--- src/rtl/sbx_pkg.sv ---
`default_nettype none

package sbx_pkg;

  // ************************************************************
  // Register map (byte addresses)
  // ************************************************************
  localparam logic [7:0] ADDR_CTRL = 8'h00;
  localparam logic [7:0] ADDR_INSTR = 8'h04;
  localparam logic [7:0] ADDR_ACC = 8'h08;
  localparam logic [7:0] ADDR_STATUS = 8'h0c;
  localparam logic [7:0] ADDR_FADDR = 8'h10;
  localparam logic [7:0] ADDR_FDATA = 8'h14;

  localparam int CTRL_ISSUE_BIT = 0;
  localparam int CTRL_WAKE_BIT = 1;
  localparam int STAT_C_BIT = 0;
  localparam int STAT_NIB_BIT = 1;
  localparam int STAT_Z_BIT = 2;
  localparam int STAT_SLEEP_BIT = 3;
  localparam int STAT_BUSY_BIT = 4;
  localparam int STAT_BADOP_BIT = 5;

  localparam logic [7:0] ACC_RST = 8'h00;
  localparam logic [13:0] INSTR_RST = 14'h0000;
  localparam logic [6:0] FADDR_RST = 7'h00;
  localparam logic FLAG_RST = 1'b0;

  // ************************************************************
  // Phase timing
  // ************************************************************
  localparam int PHASE_DIV = 2;
  localparam logic [3:0] PHASE_LAST = 4'(PHASE_DIV - 1);
  localparam logic [3:0] PHASE_FIRST = 4'h1;

  // ************************************************************
  // Instruction encodings
  // ************************************************************
  localparam logic [13:0] LIT_MASK = 14'h3e00;
  localparam logic [13:0] LIT_PAT = 14'h3c00;
  localparam logic [13:0] REG_MASK = 14'h3f00;
  localparam logic [13:0] REG_PAT = 14'h0200;
  localparam logic [13:0] SLEEP_CODE = 14'h0063;
  localparam int DEST_BIT = 7;

  typedef enum logic [2:0] {
    ST_IDLE = 3'b001,
    ST_RUN = 3'b010,
    ST_SLEEP = 3'b100
  } sbx_state_t;

  typedef enum logic [3:0] {
    K_NONE = 4'b0001,
    K_LIT = 4'b0010,
    K_REG = 4'b0100,
    K_SLEEP = 4'b1000
  } sbx_kind_t;

  function automatic logic [8:0] add9(input logic [7:0] a,
                                      input logic [7:0] b,
                                      input logic cin);
    return {1'b0, a} + {1'b0, b} + {8'h00, cin};
  endfunction

endpackage

`default_nettype wire

--- src/rtl/sbx_alu_if.sv ---
`timescale 1ns/10ps
`default_nettype none

interface sbx_alu_if;
  logic [7:0] minuend;
  logic [7:0] subtrahend;
  logic [7:0] diff;
  logic carry;
  logic nib_carry;
  logic zero;

  modport core (output minuend, output subtrahend, input diff,
                input carry, input nib_carry, input zero);
  modport alu (input minuend, input subtrahend, output diff,
               output carry, output nib_carry, output zero);
endinterface

`default_nettype wire

--- src/rtl/sbx_sub_alu.sv ---
`timescale 1ns/10ps
`default_nettype none

module sbx_sub_alu (
  sbx_alu_if.alu bus
);
  logic [8:0] full_sum;
  logic [8:0] low_sum;

  // Borrow is the inverse of the carry out of a + ~b + 1
  always_comb begin
    full_sum = sbx_pkg::add9(bus.minuend, ~bus.subtrahend, 1'b1);
    low_sum = sbx_pkg::add9({4'h0, bus.minuend[3:0]},
                            {4'h0, ~bus.subtrahend[3:0]}, 1'b1);
    bus.diff = full_sum[7:0];
    bus.carry = full_sum[8];
    bus.nib_carry = low_sum[4];
    bus.zero = (full_sum[7:0] == 8'h00);
  end
endmodule

`default_nettype wire

--- src/rtl/sbx_phase_gen.sv ---
`timescale 1ns/10ps
`default_nettype none

module sbx_phase_gen (
  input wire logic core_clk,
  input wire logic rst,
  input wire logic run,
  output logic q_stb,
  output logic [3:0] q_sel
);
  logic [3:0] cnt_reg;
  logic [3:0] cnt_next;
  logic [3:0] sel_reg;
  logic [3:0] sel_next;

  // Phases only advance while running: a stopped core sees no edges
  always_comb begin
    q_stb = run && (cnt_reg == sbx_pkg::PHASE_LAST);
    cnt_next = 4'h0;
    sel_next = sbx_pkg::PHASE_FIRST;
    if (run) begin
      cnt_next = q_stb ? 4'h0 : cnt_reg + 4'h1;
      sel_next = q_stb ? {sel_reg[2:0], sel_reg[3]} : sel_reg;
    end
  end

  always_ff @(posedge core_clk or posedge rst) begin
    if (rst) begin
      cnt_reg <= 4'h0;
      sel_reg <= sbx_pkg::PHASE_FIRST;
    end else begin
      cnt_reg <= cnt_next;
      sel_reg <= sel_next;
    end
  end

  assign q_sel = sel_reg;
endmodule

`default_nettype wire

--- src/rtl/sbx_sub_exec.sv ---
// Decided for this implementation: the placing of the registers and the APB slave port.
`timescale 1ns/10ps
`default_nettype none

module sbx_sub_exec (
  input wire logic core_clk,
  input wire logic rst,
  input wire logic [7:0] paddr,
  input wire logic psel,
  input wire logic penable,
  input wire logic pwrite,
  input wire logic [31:0] pwdata,
  input wire logic [3:0] pstrb,
  output logic [31:0] prdata,
  output logic pready,
  output logic pslverr,
  output logic core_sleep
);
  // ************************************************************
  // State
  // ************************************************************
  sbx_pkg::sbx_state_t st_reg, st_next;
  sbx_pkg::sbx_kind_t kind_reg, kind_next;
  logic [13:0] instr_reg, instr_next;
  logic [7:0] acc_reg, acc_next;
  logic [6:0] faddr_reg, faddr_next;
  logic [7:0] op_reg, op_next;
  logic [7:0] res_reg, res_next;
  logic nc_reg, nc_next, ndc_reg, ndc_next, nz_reg, nz_next;
  logic c_reg, c_next, nib_reg, nib_next, z_reg, z_next;
  logic badop_reg, badop_next;
  logic [31:0] prdata_reg, prdata_next;
  logic [7:0] file_mem [128];
  logic mem_we;
  logic [6:0] mem_addr;
  logic [7:0] mem_wdata;
  logic q_stb;
  logic [3:0] q_sel;
  logic run;
  logic q1, q2, q3, q4;
  logic wr_ok, wr, rd_setup, busy, dest_reg;
  logic [7:0] wbyte;

  sbx_alu_if alu_bus ();

  sbx_sub_alu u_alu (
    .bus(alu_bus.alu)
  );

  sbx_phase_gen u_phase (
    .core_clk(core_clk),
    .rst(rst),
    .run(run),
    .q_stb(q_stb),
    .q_sel(q_sel)
  );

  function automatic logic addr_ok(input logic [7:0] a);
    return a == sbx_pkg::ADDR_CTRL || a == sbx_pkg::ADDR_INSTR ||
           a == sbx_pkg::ADDR_ACC || a == sbx_pkg::ADDR_STATUS ||
           a == sbx_pkg::ADDR_FADDR || a == sbx_pkg::ADDR_FDATA;
  endfunction

  // ************************************************************
  // Bus and phase decode
  // ************************************************************
  assign busy = (st_reg == sbx_pkg::ST_RUN);
  assign run = busy;
  assign q1 = busy && q_stb && q_sel[0];
  assign q2 = busy && q_stb && q_sel[1];
  assign q3 = busy && q_stb && q_sel[2];
  assign q4 = busy && q_stb && q_sel[3];
  assign dest_reg = instr_reg[sbx_pkg::DEST_BIT];
  assign wbyte = pwdata[7:0];
  // Zero-wait slave; writes are refused while an instruction is in flight
  // so software cannot race the datapath.
  assign wr = psel && penable && pwrite && pstrb[0];
  assign wr_ok = wr && addr_ok(paddr) && !busy;
  assign rd_setup = psel && !penable && !pwrite;
  assign pready = 1'b1;
  assign pslverr = psel && penable &&
                   (!addr_ok(paddr) || (pwrite && busy));
  assign prdata = prdata_reg;
  assign core_sleep = (st_reg == sbx_pkg::ST_SLEEP);
  assign alu_bus.minuend = op_reg;
  assign alu_bus.subtrahend = acc_reg;

  // ************************************************************
  // Next-state logic
  // ************************************************************
  always_comb begin
    st_next = st_reg;
    kind_next = kind_reg;
    instr_next = instr_reg;
    acc_next = acc_reg;
    faddr_next = faddr_reg;
    op_next = op_reg;
    res_next = res_reg;
    nc_next = nc_reg;
    ndc_next = ndc_reg;
    nz_next = nz_reg;
    c_next = c_reg;
    nib_next = nib_reg;
    z_next = z_reg;
    badop_next = badop_reg;
    prdata_next = prdata_reg;
    mem_we = 1'b0;
    mem_addr = faddr_reg;
    mem_wdata = wbyte;

    if (rd_setup) begin
      unique case (paddr)
        sbx_pkg::ADDR_INSTR: prdata_next = {18'h00000, instr_reg};
        sbx_pkg::ADDR_ACC: prdata_next = {24'h000000, acc_reg};
        sbx_pkg::ADDR_STATUS: prdata_next = {26'h0000000, badop_reg,
            busy, core_sleep, z_reg, nib_reg, c_reg};
        sbx_pkg::ADDR_FADDR: prdata_next = {25'h0000000, faddr_reg};
        sbx_pkg::ADDR_FDATA: prdata_next = {24'h000000,
            file_mem[faddr_reg]};
        default: prdata_next = 32'h00000000;
      endcase
    end

    if (wr_ok) begin
      unique case (paddr)
        sbx_pkg::ADDR_INSTR: instr_next = pwdata[13:0];
        sbx_pkg::ADDR_ACC: acc_next = wbyte;
        sbx_pkg::ADDR_STATUS: begin
          c_next = wbyte[sbx_pkg::STAT_C_BIT];
          nib_next = wbyte[sbx_pkg::STAT_NIB_BIT];
          z_next = wbyte[sbx_pkg::STAT_Z_BIT];
          if (wbyte[sbx_pkg::STAT_BADOP_BIT]) begin
            badop_next = 1'b0;
          end
        end
        sbx_pkg::ADDR_FADDR: faddr_next = wbyte[6:0];
        sbx_pkg::ADDR_FDATA: mem_we = 1'b1;
        default: ;
      endcase
    end

    unique case (st_reg)
      sbx_pkg::ST_IDLE: begin
        if (wr_ok && paddr == sbx_pkg::ADDR_CTRL &&
            wbyte[sbx_pkg::CTRL_ISSUE_BIT]) begin
          st_next = sbx_pkg::ST_RUN;
        end
      end
      sbx_pkg::ST_RUN: begin
        if (q1) begin
          if ((instr_reg & sbx_pkg::LIT_MASK) == sbx_pkg::LIT_PAT) begin
            kind_next = sbx_pkg::K_LIT;
          end else if ((instr_reg & sbx_pkg::REG_MASK) ==
                       sbx_pkg::REG_PAT) begin
            kind_next = sbx_pkg::K_REG;
          end else if (instr_reg == sbx_pkg::SLEEP_CODE) begin
            kind_next = sbx_pkg::K_SLEEP;
          end else begin
            kind_next = sbx_pkg::K_NONE;
            badop_next = 1'b1;
          end
        end
        if (q2) begin
          // Literal comes from the low byte; the x bit is never looked at
          op_next = (kind_reg == sbx_pkg::K_LIT) ? instr_reg[7:0]
                    : file_mem[instr_reg[6:0]];
        end
        if (q3) begin
          res_next = alu_bus.diff;
          nc_next = alu_bus.carry;
          ndc_next = alu_bus.nib_carry;
          nz_next = alu_bus.zero;
        end
        if (q4) begin
          st_next = (kind_reg == sbx_pkg::K_SLEEP) ?
                    sbx_pkg::ST_SLEEP : sbx_pkg::ST_IDLE;
          if (kind_reg == sbx_pkg::K_LIT || kind_reg == sbx_pkg::K_REG) begin
            c_next = nc_reg;
            nib_next = ndc_reg;
            z_next = nz_reg;
          end
          if (kind_reg == sbx_pkg::K_LIT ||
              (kind_reg == sbx_pkg::K_REG && !dest_reg)) begin
            acc_next = res_reg;
          end
          if (kind_reg == sbx_pkg::K_REG && dest_reg) begin
            mem_we = 1'b1;
            mem_addr = instr_reg[6:0];
            mem_wdata = res_reg;
          end
        end
      end
      sbx_pkg::ST_SLEEP: begin
        // Phase clock is held still; only a software wake ends sleep, and the next issue restarts it
        if (wr_ok && paddr == sbx_pkg::ADDR_CTRL &&
            wbyte[sbx_pkg::CTRL_WAKE_BIT]) begin
          st_next = sbx_pkg::ST_IDLE;
        end
      end
      default: st_next = sbx_pkg::ST_IDLE;
    endcase
  end

  // ************************************************************
  // Registers
  // ************************************************************
  always_ff @(posedge core_clk or posedge rst) begin
    if (rst) begin
      st_reg <= sbx_pkg::ST_IDLE;
      kind_reg <= sbx_pkg::K_NONE;
      instr_reg <= sbx_pkg::INSTR_RST;
      acc_reg <= sbx_pkg::ACC_RST;
      faddr_reg <= sbx_pkg::FADDR_RST;
      op_reg <= 8'h00;
      res_reg <= 8'h00;
      nc_reg <= sbx_pkg::FLAG_RST;
      ndc_reg <= sbx_pkg::FLAG_RST;
      nz_reg <= sbx_pkg::FLAG_RST;
      c_reg <= sbx_pkg::FLAG_RST;
      nib_reg <= sbx_pkg::FLAG_RST;
      z_reg <= sbx_pkg::FLAG_RST;
      badop_reg <= sbx_pkg::FLAG_RST;
      prdata_reg <= 32'h00000000;
    end else begin
      st_reg <= st_next;
      kind_reg <= kind_next;
      instr_reg <= instr_next;
      acc_reg <= acc_next;
      faddr_reg <= faddr_next;
      op_reg <= op_next;
      res_reg <= res_next;
      nc_reg <= nc_next;
      ndc_reg <= ndc_next;
      nz_reg <= nz_next;
      c_reg <= c_next;
      nib_reg <= nib_next;
      z_reg <= z_next;
      badop_reg <= badop_next;
      prdata_reg <= prdata_next;
    end
  end

  // Data registers carry no reset, as in the core they model
  always_ff @(posedge core_clk) begin
    if (mem_we) begin
      file_mem[mem_addr] <= mem_wdata;
    end
  end
endmodule

`default_nettype wire

--- config.mk ---
export PLATFORM = sky130hd
export DESIGN_NAME = sbx_sub_exec
export DESIGN_NICKNAME = d
export VERILOG_FILES = /design/src/rtl/sbx_pkg.sv /design/src/rtl/sbx_alu_if.sv /design/src/rtl/sbx_sub_alu.sv /design/src/rtl/sbx_phase_gen.sv /design/src/rtl/sbx_sub_exec.sv
export SDC_FILE = /design/constraint.sdc
export NUM_CORES = 2
export LEC_CHECK = 0
export ABC_AREA = 1
export BUFFER_PORTS_ARGS = -buffer_cell sky130_fd_sc_hd__buf_2
export CAP_MARGIN = 20
export CORE_UTILIZATION = 30
export CTS_CLUSTER_SIZE = 30
export DETAILED_ROUTE_END_ITERATION = 8
export PLACE_DENSITY_LB_ADDON = 0.12
export SYNTH_ARGS = -nofsm -noshare
export SYNTH_HDL_FRONTEND = slang
export SYNTH_SLANG_ARGS = --single-unit
--- constraint.sdc ---
create_clock -name core_clk -period 9 [get_ports core_clk]
set_input_delay 1.8 -clock core_clk [delete_from_list [all_inputs] [get_ports core_clk]]
set_output_delay 1.8 -clock core_clk [all_outputs]
set_load 0.01 [all_outputs]
==> metrics.txt <==
Mapped Cells=6192; max-slew violation count=0; total grt overflow=0; number of synthesized flops with an enable pin=1024; pin count of the biggest net entering global routing=154; Lkg Pwr=22.21 nW; Internal Power=0.008611 W; setup bufs post-CTS=0; Slew @ Worst Pin=1.278 ns; fmax=0.1945 GHz; Period minus WS final=5.143 ns; clock network power share=47.5%; Min-Delay Path Class=reg2reg; sequential standard cell area=0.03281 mm^2; Crit path arrival time=3.34 ns; sequential share of the synthesized area=58.86%; final wirelength=222400 um; clk root buf=clkbuf_16; Worst Hold Depth=2; Setup crit start=paddr[1]; Avg Cell Area, Syn=8.994 um^2; worst-path maximum fanout=11; overall power=0.01095 W; Post-synth ARST share=7.330%; Initial Util=30.32%; share of cells above drive strength 1=6.443%; Synth Register Bits=1105; Final GP Congestion=0.8796; Worst Skew=0.03424 ns; Total Nets Final=6073; Vias=46.32k; Power per Cell Area=176.5 mW/mm^2; Syn-to-layout area delta=11.40%; RSZ-0062 raised after global routing=no; hold_buf cts=0; first-pass GRT wire length=317800 um; vias per cell=5.398; Worst-path clk slew=0.05 ns; Routed Antenna Nets=0; Ys Warns=0; insertion delay to the later sink of the worst-skew pair=0.78 ns; Die Wd=432.9 um; Cell Rows=157; Multi-input gate area=0.02037 mm^2; origin of the critical flop-to-flop path=u_phase.cnt_reg[1]; initial antenna violation count=4; Setup TNS=0 ns; Clock Sinks=1105; WP data required=7.20 ns; Synth Flop Type=edfxtp_1; sw power=0.002340 W; final number of setup-violating endpoints=0; I/O Buffers=43; Fillers=18.66k; Hold Fails Final Rpt=0; DRC violations left=0; vias in the first global route=44.08k; die height=432.9 um; wire length per cell=25.92 um; Core Area=0.1837 mm^2; Tot GR Track Use=23.34%; Flop pwr share=51.3%; Worst VDD drop=154.3 uV; Post-CTS Resized=0; critical path type=in2out; Critical Path End Type=output port; Final period util=57.14%; Top Ports=84; Largest register FFs=1024; power share of the combinational group=1.2%; Worst Reg-to-Reg Cells=10; Startpoint Class=input pin; CTS max path bufs=3; CTS Buf Count=138; post-DP HPWL=128100 um; H-tree Lvls=4; status=complete, no violations; Die Area=0.1874 mm^2; Syn Std Cell Area=0.05569 mm^2; switch share=21.37%; CTS tree=yes; Rel. slew slack=14.78%; DRT iter0 DRCs=4474; Unique masters post-synth=53; Hold Crit Start=prdata[10]; first-pass iteration count of the detailed router=5; maxcap violations=0
## power groups by stage
stage | logic [W] | clock network, W | registers [W]
after global placement | 0.000135 | 0 | 0.00572
after CTS | 0.000134 | 0.00531 | 0.00561
after floorplan | 0.0000559 | 0 | 0.00574
after detailed placement | 0.000134 | 0 | 0.00572
final | 0.000131 | 0.00521 | 0.00561
after global routing | 0.000140 | 0.00549 | 0.00561
## logic make-up after synthesis
group	after synthesis	synth area share (%)
AND/OR/NAND/NOR	3529	26.62
flip-flops	1105	58.86
AO/OA/AOI/OAI	909	9.171
buffers and inverters	625	4.889
adder cells (fa/ha/maj)	11	0.2606
XOR/XNOR	6	0.09437
multiplexers	5	0.09211
other	2	0.01348
## cell usage in the layout, fill, tap and decap left out, types with 8 or more instances in the layout
master	synthesis	final
a22oi_1	19	19
o21ai_0	599	591
o22ai_1	51	51
inv_1	140	134
buf_4	29	85
inv_6	0	8
clkinv_1	6	35
o21ai_4	2	10
nor2_1	885	883
clkinv_2	0	20
dfrtp_1	78	68
clkbuf_1	222	36
buf_12	0	9
nand3_1	1107	1107
conb_1	2	19
edfxtp_1	1024	1024
clkbuf_16	0	142
nand2_1	1490	1489
ha_1	10	10
buf_2	170	43
o21ai_1	10	10
dfrtp_4	0	8
nor2_2	13	12
a21oi_1	74	74
o211ai_1	124	124
nor2_4	5	8
o31ai_1	8	8
## Yosys cell counts (3+ instances only)
| cell type | count | area share, % |
|---|---|---|
| nor3_1 | 3 | 0.027 |
| nor4_1 | 3 | 0.034 |
| nor2_1 | 885 | 6.0 |
| mux2i_1 | 4 | 0.072 |
| a22oi_1 | 19 | 0.26 |
| clkbuf_1 | 222 | 1.5 |
| nand2_2 | 5 | 0.056 |
| edfxtp_1 | 1024 | 55 |
| nand3_1 | 1107 | 9.9 |
| a21oi_1 | 74 | 0.66 |
| or2_2 | 3 | 0.034 |
| ha_1 | 10 | 0.22 |
| buf_6 | 7 | 0.14 |
| inv_2 | 4 | 0.027 |
| o21a_4 | 3 | 0.081 |
| o21ai_1 | 10 | 0.090 |
| nand3_2 | 3 | 0.054 |
| nand2_1 | 1490 | 10 |
| o31ai_1 | 8 | 0.11 |
| inv_1 | 140 | 0.94 |
| xor2_1 | 3 | 0.047 |
| dfrtp_1 | 78 | 3.5 |
| xnor2_1 | 3 | 0.047 |
| o221ai_1 | 5 | 0.079 |
| nor2_4 | 5 | 0.10 |
| clkinv_1 | 6 | 0.040 |
| a221oi_1 | 6 | 0.094 |
| buf_1 | 46 | 0.31 |
| buf_2 | 170 | 1.5 |
| o22ai_1 | 51 | 0.57 |
| o211ai_1 | 124 | 1.7 |
| o21ai_0 | 599 | 5.4 |
| nand4_1 | 5 | 0.056 |
| nor2_2 | 13 | 0.15 |
| buf_4 | 29 | 0.39 |
| dfstp_2 | 3 | 0.14 |
## cell type report
class / count / area share, %
inverters: 151 / 0.9680
multi-input cells: 4479 / 32.84
flip-flops and latches: 1105 / 52.89
diodes: 1 / 0.004033
clock inverters: 62 / 0.6635
clock buffers: 180 / 5.989
well taps: 2464 / 4.969
repair buffers: 138 / 1.684
## final timing paths
| path | slack (ns) | to |
|---|---|---|
| max in group asynchronous | 6.77 | faddr_reg[3] |
| max reg2reg | 4.10 | file_mem[57][7] |
| min in group asynchronous | 1.07 | res_reg[0] |
| min reg2reg | 0.47 | prdata[10] |
| max | 3.86 | pslverr |
| min | 0.47 | prdata[10] |
## routing by layer
layer,routed length (um),vias up,track usage [%]
met3,16000,368,3.638
met4,8152,2,8.778
met2,101100,1955,36.73
met5,7,-,0
li1,-,21100,-
met1,97160,22890,32.20
## through the flow
stage               worst slack, ns  util (%)  hold WS, ns  cell area [um^2]  instances
global route                  3.772     33.78       0.5041             62040       8579
detailed placement            3.312     31.52       0.4641             57900       8335
CTS                           3.876     33.77       0.4782             62030       8577
finish                        3.857     33.78       0.4726             62040       8580
global placement              3.374     31.52       0.4661             57890       8334
floorplan                     1.367         -       0.4498             55760       6209
## worst max-delay path, stage by stage
cell     delay, ns
buf_2         0.10
nor2_2        0.19
nand3_1       0.12
nor2_1        0.60
nor2_1        0.08
nand2_1       0.21
a21oi_1       0.10
buf_2         0.15
(Power assumes the default switching activity.)
